==> src/rtl/pin_function_pkg.sv <==
// Package of addresses, field positions, codes and reset values for the pin function block.
package pin_function_pkg;

  // Byte addresses of the two function select registers.
  localparam logic [31:0] P0_HIGH_FN_ADDR  = 32'hE002_C004;
  localparam logic [31:0] P1_GROUP_FN_ADDR = 32'hE002_C014;

  // Byte addresses of the port 0 GPIO registers.
  localparam logic [31:0] P0_PIN_ADDR = 32'hE002_8000;
  localparam logic [31:0] P0_SET_ADDR = 32'hE002_8004;
  localparam logic [31:0] P0_DIR_ADDR = 32'hE002_8008;
  localparam logic [31:0] P0_CLR_ADDR = 32'hE002_800C;

  // Byte addresses of the port 1 GPIO registers.
  localparam logic [31:0] P1_PIN_ADDR = 32'hE002_8010;
  localparam logic [31:0] P1_SET_ADDR = 32'hE002_8014;
  localparam logic [31:0] P1_DIR_ADDR = 32'hE002_8018;
  localparam logic [31:0] P1_CLR_ADDR = 32'hE002_801C;

  // Reset values of every stored register.
  localparam logic [31:0] FN_RESET   = 32'h0000_0000;
  localparam logic [31:0] GPIO_RESET = 32'h0000_0000;

  // Implemented bits of the GPIO banks and of the port 1 group register.
  localparam logic [31:0] P0_GPIO_MASK  = 32'hFF00_0000;
  localparam logic [31:0] P1_GPIO_MASK  = 32'hFFFF_0000;
  localparam logic [31:0] P1_GROUP_MASK = 32'h0000_000C;

  // Bit positions of the port 1 group selects.
  localparam int DEBUG_SEL_BIT = 2;
  localparam int TRACE_SEL_BIT = 3;

  // Pin numbering and the field of the first handled port 0 pin.
  localparam int P0_FIRST_PIN = 24;
  localparam int P0_PINS      = 8;
  localparam int P0_FIELD_LSB = 16;
  localparam int P1_FIRST_PIN = 16;
  localparam int P1_PINS      = 16;
  localparam int TRACE_PINS   = 10;
  localparam int DEBUG_PINS   = 6;

  // Two-bit function codes of a select field.
  localparam logic [1:0] FN_GPIO = 2'h0;
  localparam logic [1:0] FN_ALT1 = 2'h1;
  localparam logic [1:0] FN_ALT2 = 2'h2;
  localparam logic [1:0] FN_ALT3 = 2'h3;

  // Codes that drive the pad as a digital output, indexed by pin minus 24.
  localparam logic [3:0] P0_DRIVE_MASK [P0_PINS] =
    '{4'h0, 4'h0, 4'h0, 4'h8, 4'h8, 4'h8, 4'h0, 4'h0};

endpackage

==> src/rtl/gpio_bank.sv <==
// Direction and output storage of one GPIO port with set and clear writes.
`timescale 1ns/1ps
module gpio_bank #(
  parameter logic [31:0] MASK = 32'hFFFF_FFFF
) (
  input  wire logic        clk_i,
  input  wire logic        rst_i,
  input  wire logic        dir_we_i,
  input  wire logic        set_we_i,
  input  wire logic        clr_we_i,
  input  wire logic [31:0] wdata_i,
  input  wire logic [3:0]  byte_en_i,
  output logic      [31:0] dir_o,
  output logic      [31:0] out_o
);
  import pin_function_pkg::*;

  logic [31:0] lane_mask;  // Written bits after byte lanes and bank mask.

  // Byte enables pick the lanes; unimplemented bits never change.
  always_comb begin
    lane_mask = {{8{byte_en_i[3]}}, {8{byte_en_i[2]}}, {8{byte_en_i[1]}}, {8{byte_en_i[0]}}} & MASK;
  end

  // Direction bits come up as inputs and load on a direction write.
  always_ff @(posedge clk_i) begin
    if (rst_i) begin
      dir_o <= GPIO_RESET;
    end else if (dir_we_i) begin
      dir_o <= (dir_o & ~lane_mask) | (wdata_i & lane_mask);
    end
  end

  // Ones in a set write raise bits, ones in a clear write lower them.
  always_ff @(posedge clk_i) begin
    if (rst_i) begin
      out_o <= GPIO_RESET;
    end else if (set_we_i) begin
      out_o <= out_o | (wdata_i & lane_mask);
    end else if (clr_we_i) begin
      out_o <= out_o & ~(wdata_i & lane_mask);
    end
  end

endmodule

==> src/rtl/pin_route_cell.sv <==
// Combinational route of one pad by its two-bit function select field.
`timescale 1ns/1ps
module pin_route_cell #(
  parameter logic [3:0] DRIVE_MASK = 4'h0
) (
  input  wire logic [1:0] sel_i,
  input  wire logic       gpio_dir_i,
  input  wire logic       gpio_out_i,
  input  wire logic [3:0] fn_out_i,
  output logic            oe_o,
  output logic            out_o,
  output logic      [3:0] hit_o
);
  import pin_function_pkg::*;

  // One-hot decode of the select field for the peripheral side.
  always_comb begin
    hit_o        = 4'h0;
    hit_o[sel_i] = 1'b1;
  end

  // GPIO follows software direction; other codes drive as the function needs.
  always_comb begin
    if (sel_i == FN_GPIO) begin
      oe_o  = gpio_dir_i;
      out_o = gpio_out_i;
    end else begin
      oe_o  = DRIVE_MASK[sel_i];
      out_o = fn_out_i[sel_i] & DRIVE_MASK[sel_i];
    end
  end

endmodule

==> src/rtl/port_pin_function_select.sv <==
// Pin function multiplexer for port 0 pins 24 to 31 and port 1 groups.
//
// Functional notes
// Direction bit acts only in GPIO function.
// Peripheral functions set pad direction themselves.
// Software never writes reserved select codes.
// Group bit 2 routes P1.31:26 to debug.
// Group bit 3 routes P1.25:16 to trace.
// Pin 27: GPIO, channel 0, capture 1, match 1.
// Pin 28: GPIO, channel 1, capture 2, match 2.
// Pin 29: GPIO, channel 2, capture 3, match 3.
// Pin 30: GPIO, channel 3, interrupt 3, capture 0.
// All GPIO pins are inputs after reset.
// Set and clear writes touch only ones.
// Read output register and live pins separately.
// Pins 25, 26 select channels 4, 5, DAC.
// Two-bit fields, code 00 is GPIO, reset 0.
`timescale 1ns/1ps
module port_pin_function_select (
  input  wire logic        clk_i,
  input  wire logic        rst_i,
  input  wire logic        cyc_i,
  input  wire logic        stb_i,
  input  wire logic        we_i,
  input  wire logic [31:0] adr_i,
  input  wire logic [3:0]  sel_i,
  input  wire logic [31:0] dat_i,
  output logic      [31:0] dat_o,
  output logic             ack_o,
  input  wire logic [7:0]  p0_pad_in_i,
  output logic      [7:0]  p0_pad_out_o,
  output logic      [7:0]  p0_pad_oe_o,
  input  wire logic [15:0] p1_pad_in_i,
  output logic      [15:0] p1_pad_out_o,
  output logic      [15:0] p1_pad_oe_o,
  input  wire logic [3:0]  t0_match_i,
  output logic      [3:0]  t0_capture_o,
  output logic             external_interrupt_line_three_o,
  output logic      [5:0]  converter0_channel_en_o,
  output logic             dac_analog_output_en_o,
  input  wire logic [5:0]  dbg_out_i,
  input  wire logic [5:0]  dbg_oe_i,
  output logic      [5:0]  dbg_in_o,
  input  wire logic [9:0]  trace_out_i
);
  import pin_function_pkg::*;

  logic [31:0] port0_high_pin_function_r;  // Port 0 high function selects.
  logic [31:0] port1_group_function_r;     // Port 1 debug and trace selects.
  logic [31:0] p0_dir;                     // Port 0 direction bits.
  logic [31:0] p0_out;                     // Port 0 output register.
  logic [31:0] p1_dir;                     // Port 1 direction bits.
  logic [31:0] p1_out;                     // Port 1 output register.
  logic [31:0] rdata_nxt;                  // Read data for the current address.
  logic        req;                        // Bus cycle in progress.
  logic        commit;                     // Write takes effect this edge.
  logic [3:0]  p0_fn_out [P0_PINS];        // Function output values per pin.
  logic [3:0]  p0_hit [P0_PINS];           // Decoded select per pin.
  logic [7:0]  p0_oe_nxt;                  // Next port 0 output enables.
  logic [7:0]  p0_out_nxt;                 // Next port 0 pad values.
  logic [15:0] p1_oe_nxt;                  // Next port 1 output enables.
  logic [15:0] p1_out_nxt;                 // Next port 1 pad values.
  logic        debug_on;                   // Debug group owns its pins.
  logic        trace_on;                   // Trace group owns its pins.

  assign req      = cyc_i & stb_i;
  assign commit   = req & we_i & ack_o;
  assign debug_on = port1_group_function_r[DEBUG_SEL_BIT];
  assign trace_on = port1_group_function_r[TRACE_SEL_BIT];

  // Ack rises one edge after the request and falls the edge after.
  always_ff @(posedge clk_i) begin
    if (rst_i) begin
      ack_o <= 1'b0;
    end else begin
      ack_o <= req & ~ack_o;
    end
  end

  // Read data is captured together with the rising ack.
  always_ff @(posedge clk_i) begin
    if (rst_i) begin
      dat_o <= 32'h0000_0000;
    end else if (req & ~ack_o) begin
      dat_o <= rdata_nxt;
    end
  end

  // Read decode; pin addresses show live pads, set addresses the output register.
  always_comb begin
    unique case (adr_i)
      P0_HIGH_FN_ADDR:  rdata_nxt = port0_high_pin_function_r;
      P1_GROUP_FN_ADDR: rdata_nxt = port1_group_function_r;
      P0_PIN_ADDR:      rdata_nxt = {p0_pad_in_i, 24'h00_0000};
      P0_SET_ADDR:      rdata_nxt = p0_out;
      P0_DIR_ADDR:      rdata_nxt = p0_dir;
      P1_PIN_ADDR:      rdata_nxt = {p1_pad_in_i, 16'h0000};
      P1_SET_ADDR:      rdata_nxt = p1_out;
      P1_DIR_ADDR:      rdata_nxt = p1_dir;
      default:          rdata_nxt = 32'h0000_0000;  // Clear and unmapped read zero.
    endcase
  end

  // Port 0 high select fields, byte-laned, all GPIO after reset.
  always_ff @(posedge clk_i) begin
    if (rst_i) begin
      port0_high_pin_function_r <= FN_RESET;
    end else if (commit && adr_i == P0_HIGH_FN_ADDR) begin
      for (int b = 0; b < 4; b++) begin
        if (sel_i[b]) begin
          port0_high_pin_function_r[8*b +: 8] <= dat_i[8*b +: 8];
        end
      end
    end
  end

  // Port 1 group selects; only bits 2 and 3 are stored, the rest read zero.
  always_ff @(posedge clk_i) begin
    if (rst_i) begin
      port1_group_function_r <= FN_RESET;
    end else if (commit && adr_i == P1_GROUP_FN_ADDR && sel_i[0]) begin
      port1_group_function_r <= dat_i & P1_GROUP_MASK;
    end
  end

  // Port 0 direction and output storage.
  gpio_bank #(
    .MASK (P0_GPIO_MASK)
  ) u_p0_bank (
    .clk_i     (clk_i),
    .rst_i     (rst_i),
    .dir_we_i  (commit && adr_i == P0_DIR_ADDR),
    .set_we_i  (commit && adr_i == P0_SET_ADDR),
    .clr_we_i  (commit && adr_i == P0_CLR_ADDR),
    .wdata_i   (dat_i),
    .byte_en_i (sel_i),
    .dir_o     (p0_dir),
    .out_o     (p0_out)
  );

  // Port 1 direction and output storage.
  gpio_bank #(
    .MASK (P1_GPIO_MASK)
  ) u_p1_bank (
    .clk_i     (clk_i),
    .rst_i     (rst_i),
    .dir_we_i  (commit && adr_i == P1_DIR_ADDR),
    .set_we_i  (commit && adr_i == P1_SET_ADDR),
    .clr_we_i  (commit && adr_i == P1_CLR_ADDR),
    .wdata_i   (dat_i),
    .byte_en_i (sel_i),
    .dir_o     (p1_dir),
    .out_o     (p1_out)
  );

  // Timer match outputs reach pins 27 to 29 under code 11.
  always_comb begin
    for (int k = 0; k < P0_PINS; k++) begin
      p0_fn_out[k] = 4'h0;
    end
    p0_fn_out[3][FN_ALT3] = t0_match_i[1];
    p0_fn_out[4][FN_ALT3] = t0_match_i[2];
    p0_fn_out[5][FN_ALT3] = t0_match_i[3];
  end

  // One route cell per port 0 pin, fed by its select field.
  for (genvar i = 0; i < P0_PINS; i++) begin : g_p0
    pin_route_cell #(
      .DRIVE_MASK (P0_DRIVE_MASK[i])
    ) u_cell (
      .sel_i      (port0_high_pin_function_r[P0_FIELD_LSB + 2*i +: 2]),
      .gpio_dir_i (p0_dir[P0_FIRST_PIN + i]),
      .gpio_out_i (p0_out[P0_FIRST_PIN + i]),
      .fn_out_i   (p0_fn_out[i]),
      .oe_o       (p0_oe_nxt[i]),
      .out_o      (p0_out_nxt[i]),
      .hit_o      (p0_hit[i])
    );
  end

  // Port 1 pins: debug or trace groups take over, otherwise GPIO.
  for (genvar j = 0; j < P1_PINS; j++) begin : g_p1
    if (j >= TRACE_PINS) begin : g_dbg
      assign p1_oe_nxt[j]  = debug_on ? dbg_oe_i[j - TRACE_PINS] : p1_dir[P1_FIRST_PIN + j];
      assign p1_out_nxt[j] = debug_on ? dbg_out_i[j - TRACE_PINS] : p1_out[P1_FIRST_PIN + j];
    end else begin : g_trc
      assign p1_oe_nxt[j]  = trace_on | p1_dir[P1_FIRST_PIN + j];
      assign p1_out_nxt[j] = trace_on ? trace_out_i[j] : p1_out[P1_FIRST_PIN + j];
    end
  end

  // Pad drivers are registered; all enables are off after reset.
  always_ff @(posedge clk_i) begin
    if (rst_i) begin
      p0_pad_oe_o  <= 8'h00;
      p0_pad_out_o <= 8'h00;
      p1_pad_oe_o  <= 16'h0000;
      p1_pad_out_o <= 16'h0000;
    end else begin
      p0_pad_oe_o  <= p0_oe_nxt;
      p0_pad_out_o <= p0_out_nxt;
      p1_pad_oe_o  <= p1_oe_nxt;
      p1_pad_out_o <= p1_out_nxt;
    end
  end

  // Pad inputs reach timer captures and the external interrupt when selected.
  always_ff @(posedge clk_i) begin
    if (rst_i) begin
      t0_capture_o                    <= 4'h0;
      external_interrupt_line_three_o <= 1'b0;
    end else begin
      t0_capture_o[0] <= p0_hit[6][FN_ALT3] & p0_pad_in_i[6];
      t0_capture_o[1] <= p0_hit[3][FN_ALT2] & p0_pad_in_i[3];
      t0_capture_o[2] <= p0_hit[4][FN_ALT2] & p0_pad_in_i[4];
      t0_capture_o[3] <= p0_hit[5][FN_ALT2] & p0_pad_in_i[5];
      external_interrupt_line_three_o <= p0_hit[6][FN_ALT2] & p0_pad_in_i[6];
    end
  end

  // Analog switch enables for converter channels and the DAC output.
  always_ff @(posedge clk_i) begin
    if (rst_i) begin
      converter0_channel_en_o <= 6'h00;
      dac_analog_output_en_o  <= 1'b0;
    end else begin
      converter0_channel_en_o[0] <= p0_hit[3][FN_ALT1];
      converter0_channel_en_o[1] <= p0_hit[4][FN_ALT1];
      converter0_channel_en_o[2] <= p0_hit[5][FN_ALT1];
      converter0_channel_en_o[3] <= p0_hit[6][FN_ALT1];
      converter0_channel_en_o[4] <= p0_hit[1][FN_ALT1];
      converter0_channel_en_o[5] <= p0_hit[2][FN_ALT1];
      dac_analog_output_en_o     <= p0_hit[1][FN_ALT2];
    end
  end

  // Debug port sees its pads only while the debug group is selected.
  always_ff @(posedge clk_i) begin
    if (rst_i) begin
      dbg_in_o <= 6'h00;
    end else begin
      dbg_in_o <= p1_pad_in_i[P1_PINS-1 -: DEBUG_PINS] & {DEBUG_PINS{debug_on}};
    end
  end
endmodule

==> config.mk <==
export PLATFORM = sky130hd
export DESIGN_NAME = port_pin_function_select
export DESIGN_NICKNAME = d
export VERILOG_FILES = /design/src/rtl/pin_function_pkg.sv /design/src/rtl/gpio_bank.sv /design/src/rtl/pin_route_cell.sv /design/src/rtl/port_pin_function_select.sv
export SDC_FILE = /design/constraint.sdc
export NUM_CORES = 1
export LEC_CHECK = 0
export BUFFER_PORTS_ARGS = -buffer_cell sky130_fd_sc_hd__buf_2
export CORE_UTILIZATION = 45
export DETAILED_ROUTE_END_ITERATION = 8
export GPL_TIMING_DRIVEN = 0
export PLACE_DENSITY_LB_ADDON = 0.08
export SYNTH_ARGS = -nofsm -noshare
export SYNTH_HDL_FRONTEND = slang
export SYNTH_HIERARCHICAL = 1
export SYNTH_SLANG_ARGS = --single-unit
export TNS_END_PERCENT = 50
==> constraint.sdc <==
create_clock -name clk_i -period 3.2 [get_ports clk_i]
set_input_delay 0.48 -clock clk_i [delete_from_list [all_inputs] [get_ports clk_i]]
set_output_delay 0.48 -clock clk_i [all_outputs]
set_load 0.02 [all_outputs]
==> flow_summary.json, run 1 <==
{
  "synth_warnings": 6,
  "drt-initial-drc-count": 834,
  "cp.depth": 8,
  "worstPathCellList": "buf_2 -> nor4b_2 -> nand4_1 -> clkbuf_1 -> nor3_1 -> buf_4 -> nand3_1 -> a21oi_2",
  "setup_violations": 0,
  "post-dp-hpwl_mm": 23.71,
  "postSynthCellCount": 1068,
  "clk_latency_ps": 440,
  "worst-endpoint-arrival_ps": 3500,
  "cts_hold_repair.buffers": 0,
  "post-layout-total-power_mw": 4.808,
  "syn2layout_area_growth_pct": 24.62,
  "clock_skew_ps": 12.41,
  "layout.core_utilization_pct": 57.72,
  "grt_max_degree": 17,
  "chipWidth_um": 146.8,
  "regToRegStartpoint": "ack_o",
  "vias": 9039,
  "worst_setup_path_start_kind": "input pin",
  "layout.cells.most_common": "sky130_fd_sc_hd__buf_2",
  "ff2ff_setup_slack_ps": 420,
  "site_row_count": 52,
  "outcome": "finished, final reports clean",
  "cellPowerDensity_mw_per_mm2": 409.1,
  "report.final.hold_viol_count": 0,
  "worstSetupEndpointType": "flop",
  "cts_tree": "built",
  "maxSlewViolCount": 0,
  "drt-pass1-iter-count": 7,
  "setup.worst_path.class": "in -> reg",
  "final_layout_size_suffix_gt1_share_pct": 31.02,
  "drt-wirelength-per-cell_um": 18.97,
  "number_of_filler_cells_placed_in_the_layout": 1968,
  "final_gp_congestion": 0.8566,
  "post_cts.resized_instances": 0,
  "cell_chosen_for_the_clock_root": "sky130_fd_sc_hd__clkbuf_16",
  "peakVddDrop_mv": 0.3522,
  "clk_transition_reported_paths_ps": 70,
  "global_route_wire_length_before_repair_mm": 47.30,
  "max_cap_violations": 0,
  "tns_ps": 0,
  "final_cell_mix": "sky130_fd_sc_hd__buf_2, sky130_fd_sc_hd__dfxtp_1, sky130_fd_sc_hd__buf_4",
  "worstSetupStartpoint": "adr_i[13]",
  "fmax_mhz": 319.4,
  "io_pins": 222,
  "mean_post_synth_cell_area_sq_um": 8.831,
  "drt-vias-per-instance": 5.419,
  "tightest_slew_ps": 1061,
  "worst_slew_margin_rel_pct": 27.42,
  "floorplan.die_area_sq_mm": 0.02154,
  "cts.repair_timing.setup_buffer_count": 0,
  "timing.critical_path.slowest_cell_delay_ps": 710,
  "worst_hold_path_type": "in -> reg",
  "number_of_antenna_violations_at_the_first_check_in_global_routing": 0,
  "crit_buf_inv": 3,
  "overflow": 0,
  "timing.final.crit_share_pct": 97.82,
  "clockBufferDepth": 2,
  "final_nets": 1506,
  "placement.io_buffers": 218,
  "grt_setup_unrepaired": "no",
  "worst_ep_required_time_ps": 3570,
  "min_cycle_time_layout_ps": 3130,
  "floorplan.initialDensity_pct": 46.31,
  "number_of_global_route_vias_before_repair": 8241,
  "worst_r2r_endpoint": "port0_high_pin_function_r[18]",
  "antenna_left": 0,
  "drc": 0,
  "static-leakage-power_nw": 4.867,
  "clock_sinks": 181,
  "ff2ff_path_depth": 6,
  "worst_path_dominant_cell_family": "simple AND/OR/NAND/NOR gates",
  "holdWs_ps": 253.4,
  "cts_htree_levels": 4,
  "critical_path.slowest_cell": "sky130_fd_sc_hd__nor3_1",
  "die_boundary_height_um": 146.8,
  "critPathMaxFanout": 10,
  "netlist_area_sq_mm": 0.009432,
  "grt.total_usage_pct": 29.02,
  "floorplan.core_area_sq_mm": 0.02036,
  "detail_route.wirelength_mm": 31.64,
  "tritoncts.num_buffers": 17
}
per-stage QoR:
step,area (sq um),cells,setup WS [ps]
floorplan,9724,1146,507.0
global placement,11150,1634,-270.8
detailed placement,11150,1634,-330.1
CTS,11750,1666,109.8
global route,11750,1666,20.03
finish,11750,1668,69.61
where the power goes:
part | switching [mW] | total [mW] | internal, mW
registers | 0.000396 | 2.25 | 2.25
logic | 0.213 | 0.376 | 0.163
clock network | 0.990 | 2.18 | 1.19
worst min-delay path by stage:
stage / endpoint / start / cells after the start / slack (ps)
after CTS: dbg_in_o[2] / p1_pad_in_i[12] / 2 / 250
final: dbg_in_o[2] / p1_pad_in_i[12] / 2 / 250
after global placement: port0_high_pin_function_r[15] / port0_high_pin_function_r[15] / 2 / 460
after detailed placement: flop / flop / 2 / 470
after floorplan: flop / flop / 2 / 450
after global routing: dbg_in_o[1] / p1_pad_in_i[11] / 2 / 260
layout make-up:
class	instances	area, sq um	share of cell area [%]
Clock inverter	12	146.4	1.245
Sequential cell	181	3623	30.83
Clock buffer	20	446.7	3.800
Multi-Input combinational cell	742	4863	41.38
Tap cell	270	337.8	2.874
Timing Repair Buffer	218	1091	9.283
Buffer	161	1007	8.569
Antenna cell	2	5.005	0.04258
Inverter	62	232.7	1.980
routing by layer:
metal,track usage (%),wire length [um],up-vias
li1,-,-,4342
met1,39.85,14010,4217
met2,46.61,14520,437
met3,4.783,2485,43
met4,8.698,623,0
met5,0,0,-
No activity file was read; power rests on OpenSTA's default activity.
==> run 2: changes to the inputs <==
RECOVER_POWER = 100   (was unset)
==> run 2 against run 1 <==
The flow now finishes with violations (max-capacitance violations). Via count down 0.49%. Wire length increased by 0.31%. Cell area down 1.7%. Worst hold slack worse by 0.77 ps. Worst setup slack worse by 13 ps. Global-route usage is the same. Fmax shrank 0.41%. Sequential share of layout area increased by 0.52 points. Total power barely moved. Clock skew increased by 1.3 ps. Critical path type unchanged.
==> flow_summary.json, run 2 (same netlist as run 1, synthesis figures left out) <==
{
  "outcome": "finished with violations",
  "violated_checks": "max-capacitance violations",
  "maxSlewViolCount": 0,
  "tightest_slew_ps": 1478,
  "layout.core_utilization_pct": 56.76,
  "io_pins": 222,
  "setup.worst_path.class": "in -> reg",
  "drc": 0,
  "wl_met3_mm": 2.484,
  "cellPowerDensity_mw_per_mm2": 415.7,
  "ff2ff_setup_slack_ps": 250,
  "max_cap_violations": 1,
  "drt-pass1-iter-count": 8,
  "number_of_global_route_vias_before_repair": 8241,
  "final_layout_size_suffix_gt1_share_pct": 22.99,
  "worst_setup_path_start_kind": "input pin",
  "post-dp-hpwl_mm": 23.71,
  "grt_setup_unrepaired": "no",
  "worst_hold_startpoint": "p1_pad_in_i[12]",
  "cell_chosen_for_the_clock_root": "sky130_fd_sc_hd__clkbuf_16",
  "floorplan.initialDensity_pct": 46.31,
  "net_switching_fraction_of_the_power_pct": 25.00,
  "seq_power_share_pct": 46.9,
  "grt.total_usage_pct": 29.02,
  "worstSetupEndpointType": "flop",
  "min_cycle_time_layout_ps": 3143,
  "internal_power_mw": 3.604,
  "cts_hold_repair.buffers": 0,
  "final_gp_congestion": 0.8566,
  "layout.cells.most_common": "sky130_fd_sc_hd__dfxtp_1",
  "detail_route.wirelength_mm": 31.74,
  "global_route_wire_length_before_repair_mm": 47.30,
  "tritoncts.num_buffers": 17,
  "drt-initial-drc-count": 871,
  "clockBufferDepth": 2,
  "number_of_antenna_violations_at_the_first_check_in_global_routing": 0,
  "timing.final.crit_share_pct": 98.23,
  "worst_slew_margin_rel_pct": 0.6740,
  "die_boundary_height_um": 146.8,
  "drt-vias-per-instance": 5.393,
  "floorplan.core_area_sq_mm": 0.02036,
  "placement.io_buffers": 218,
  "regToRegStartpoint": "ack_o",
  "routed-wl-met2_mm": 14.45,
  "floorplan.die_area_sq_mm": 0.02154,
  "wirelength_met1_mm": 14.11,
  "drt-wirelength-per-cell_um": 19.03,
  "cts_tree": "built",
  "power.net_switching_mw": 1.201,
  "clk_transition_reported_paths_ps": 70,
  "worstSetupStartpoint": "adr_i[12]",
  "holdWs_ps": 252.7,
  "vias": 8995,
  "antenna_left": 0,
  "final_cell_mix": "sky130_fd_sc_hd__dfxtp_1, sky130_fd_sc_hd__clkbuf_1, sky130_fd_sc_hd__buf_2",
  "report.final.hold_viol_count": 0,
  "share_clk_of_total_power_pct": 45.4,
  "critPathMaxFanout": 10,
  "power.share.combinational_pct": 7.8,
  "highest-signal-layer": "met4",
  "number_of_filler_cells_placed_in_the_layout": 2032,
  "worst_hold_path_type": "in -> reg",
  "fmax_mhz": 318.1,
  "site_row_count": 52,
  "clock_skew_ps": 13.70,
  "overflow": 0,
  "peakVddDrop_mv": 0.3558,
  "static-leakage-power_nw": 4.363,
  "chipWidth_um": 146.8,
  "cts_htree_levels": 4,
  "setup_violations": 0,
  "worst_ep_required_time_ps": 3570,
  "post-layout-total-power_mw": 4.805,
  "cts.repair_timing.setup_buffer_count": 0,
  "final_nets": 1506,
  "syn2layout_area_growth_pct": 22.57,
  "grt_max_degree": 17,
  "clk_latency_ps": 440,
  "worst-endpoint-arrival_ps": 3520,
  "clock_sinks": 181
}
## run 2: power by group through the flow
stage / logic [mW] / registers, mW / clock network (mW)
2_1_floorplan: 0.195 / 2.30 / 0
3_3_place_gp: 0.362 / 2.30 / 0
3_5_place_dp: 0.364 / 2.30 / 0
4_1_cts: 0.365 / 2.25 / 2.20
5_1_grt: 0.401 / 2.25 / 2.29
6_report: 0.375 / 2.25 / 2.18
## run 2: final cells by class
cell class              instances  area [sq um]  share of cell area (%)
diodes                          2         5.005                 0.04329
plain buffers                 161         978.4                   8.464
clock buffers                  20         446.7                   3.864
clock inverters                12         146.4                   1.266
inverters                      62         232.7                   2.013
multi-input cells             742          4827                   41.76
flip-flops and latches        181          3623                   31.35
well taps                     270         337.8                   2.922
repair buffers                218         962.2                   8.323
## run 2: metrics by stage
stage	TNS (ps)	setup WS (ps)	cell area, sq um	std cells
floorplan	0	507.0	9724	1146
global placement	-5968	-270.8	11150	1634
detailed placement	-6990	-330.1	11150	1634
CTS	0	109.8	11750	1666
global route	0	14.56	11550	1666
finish	0	56.67	11560	1668
## run 2: per-layer routing
layer | global-route usage (%) | vias up
met1 | 39.85 | 4175
li1 | - | 4332
met2 | 46.61 | 433
met4 | 8.698 | 0
met5 | 0 | -
met3 | 4.783 | 55
## run 2: final timing paths
kind | endpoint | cells after the start
worst min register to register | port0_high_pin_function_r[11] | 2
worst max-delay path | flop | 8
worst min-delay path | dbg_in_o[2] | 2
worst max register to register | port0_high_pin_function_r[1] | 6
## run 2: repair_timing
item / CTS / global route
gates resized for setup: 0 / 1
hold endpoints to repair: 0 / 0
endpoints found under the setup margin: 0 / 9
## run 2: worst max-delay path, stage by stage
cell and delay, ps:
sky130_fd_sc_hd__buf_2 120, sky130_fd_sc_hd__nor4b_2 680, sky130_fd_sc_hd__nand4_1 480, sky130_fd_sc_hd__clkbuf_1 430, sky130_fd_sc_hd__nor3_1 660, sky130_fd_sc_hd__clkbuf_2 360
sky130_fd_sc_hd__nand3_1 170, sky130_fd_sc_hd__a21oi_2 130
==> run 3: changes to the inputs <==
ABC_CLOCK_PERIOD_IN_PS = 2600   (was unset)
CELL_PAD_IN_SITES_DETAIL_PLACEMENT = 2   (was unset)
CELL_PAD_IN_SITES_GLOBAL_PLACEMENT = 2   (was unset)
CORE_UTILIZATION = 29   (was 45)
clock period = 2.6 ns   (was 3.2 ns; I/O delays follow)
==> run 3 against run 2 <==
The flow now finishes without violations. Total power up 21%. Combinational power up 30%. Register-to-register slack worse by 70 ps. First-iteration DRC count down 38%. Flip-flop and latch count unchanged. Global-route usage down 4.5 points. Worst hold slack worse by 92 ps. Largest cell class unchanged. Largest power group unchanged. Highest routed layer unchanged.
==> flow_summary.json, run 3 (same netlist as run 1, synthesis figures left out) <==
{
  "detail_route.wirelength_mm": 40.48,
  "drt-vias-per-instance": 5.063,
  "floorplan.core_area_sq_mm": 0.03180,
  "critPathMaxFanout": 10,
  "maxSlewViolCount": 0,
  "clock_sinks": 181,
  "cell_chosen_for_the_clock_root": "sky130_fd_sc_hd__clkbuf_16",
  "power.share.combinational_pct": 8.4,
  "dpl_worst_slack_ps": -1150,
  "number_of_antenna_violations_at_the_first_check_in_global_routing": 1,
  "clock_skew_ps": 14.74,
  "floorplan.initialDensity_pct": 29.66,
  "drt-pass1-iter-count": 5,
  "die_boundary_height_um": 182.3,
  "chipWidth_um": 182.3,
  "seq_power_share_pct": 47.8,
  "post-dp-hpwl_mm": 31.12,
  "setup_ws_post_layout_ps": 57.91,
  "overflow": 0,
  "timing.critical_path.slowest_cell_delay_ps": 1020,
  "clockBufferDepth": 2,
  "cts_htree_levels": 4,
  "worst_hold_startpoint": "p1_pad_in_i[14]",
  "grt_max_degree": 17,
  "vias": 9331,
  "syn2layout_area_growth_pct": 26.55,
  "clk_transition_reported_paths_ps": 70,
  "cellPowerDensity_mw_per_mm2": 486.1,
  "final_layout_size_suffix_gt1_share_pct": 24.93,
  "grt_setup_unrepaired": "yes",
  "grt.total_usage_pct": 24.49,
  "net_switching_fraction_of_the_power_pct": 26.53,
  "min_cycle_time_layout_ps": 2542,
  "fmax_mhz": 393.4,
  "final_gp_congestion": 0.8186,
  "critical_path.slowest_cell": "sky130_fd_sc_hd__a2111oi_0",
  "worstPathCellList": "buf_2 -> and4bb_2 -> nand4_4 -> buf_4 -> buf_1 -> nor3_1 -> a2111oi_0 -> a221oi_1",
  "worst_setup_path_start_kind": "input pin",
  "setup.worst_path.class": "in -> reg",
  "stdcell_count": 1843,
  "max_cap_violations": 0,
  "worst_slew_margin_rel_pct": 20.31,
  "final_nets": 1514,
  "tightest_slew_ps": 1165,
  "timing.final.crit_share_pct": 97.77,
  "dp.cells": 1799,
  "static-leakage-power_nw": 4.490,
  "report.final.hold_viol_count": 0,
  "internal_power_mw": 4.262,
  "regToRegStartpoint": "ack_o",
  "drc": 0,
  "peakVddDrop_mv": 0.4719,
  "drt-wirelength-per-cell_um": 21.96,
  "worstSetupEndpointType": "flop",
  "io_pins": 222,
  "site_row_count": 65,
  "tritoncts.num_buffers": 17,
  "power.net_switching_mw": 1.539,
  "placement.io_buffers": 218,
  "holdWs_ps": 160.5,
  "worst-endpoint-arrival_ps": 2810,
  "antenna_left": 0,
  "worst_ep_required_time_ps": 2870,
  "setup_violations": 0,
  "layout.cells.most_common": "sky130_fd_sc_hd__dfxtp_1",
  "share_clk_of_total_power_pct": 43.8,
  "cts_tree": "built",
  "post-layout-total-power_mw": 5.801,
  "worstSetupStartpoint": "adr_i[31]",
  "outcome": "finished, final reports clean",
  "clk_latency_ps": 450,
  "worst_hold_path_type": "in -> reg",
  "number_of_global_route_vias_before_repair": 9873,
  "floorplan.die_area_sq_mm": 0.03325,
  "drt-initial-drc-count": 536,
  "final_cell_mix": "sky130_fd_sc_hd__dfxtp_1, sky130_fd_sc_hd__clkbuf_1, sky130_fd_sc_hd__buf_2",
  "global_route_wire_length_before_repair_mm": 60.40
}
==> run 3: routing by layer <==
| layer | wire length (um) | global-route usage, % | vias up |
|---|---|---|---|
| li1 | - | - | 4354 |
| met1 | 18640 | 31.65 | 4658 |
| met2 | 19090 | 41.46 | 269 |
| met3 | 1764 | 3.652 | 50 |
| met4 | 985 | 8.370 | 0 |
| met5 | 0 | 0 | - |
==> run 3: layout make-up <==
class / count / area [sq um]
fill: 3693 / 19860
multi-input combinational: 742 / 4928
sequential: 181 / 3623
timing repair buffer: 227 / 1035
buffer: 160 / 1010
tap: 435 / 544.3
clock buffer: 20 / 456.7
inverter: 62 / 232.7
clock inverter: 12 / 95.09
antenna: 4 / 10.01
==> run 3: critical path, delay by kind of cell <==
kind	cells	cell delay (ps)
AO/OA/AOI/OAI	2	1190
buffers and inverters	3	740
AND/OR/NAND/NOR	3	490
==> run 3: path summary, 6_finish.rpt <==
| path | to | slack [ps] | cells after the start |
|---|---|---|---|
| hold reg to reg | port0_high_pin_function_r[15] | 490 | 2 |
| hold / removal | dbg_in_o[4] | 160 | 2 |
| setup / recovery | dat_o[22] | 60 | 8 |
| setup reg to reg | port0_high_pin_function_r[5] | 180 | 6 |
==> run 3: what timing repair did <==
item,4_1_cts,5_1_grt
setup buffers,7,2
endpoints found under the setup margin,98,73
pin swaps,3,2
hold buffers,0,0
resized for setup,9,10
==> run 3: metrics by stage <==
stage	util, %	setup TNS, ps	cell area, sq um
after global placement	35.73	-62370	11360
after floorplan	-	0	9727
after detailed placement	35.73	-66600	11360
final	37.53	0	11940
after global routing	37.51	-3.586	11930
after CTS	37.77	0	12010
==> run 3: power by group through the flow <==
stage,sequential [mW],clock (mW),combinational [mW]
after floorplan,2.84,0,0.240
after global placement,2.84,0,0.465
after detailed placement,2.84,0,0.469
after CTS,2.77,2.60,0.475
after global routing,2.77,2.70,0.527
final,2.77,2.54,0.488
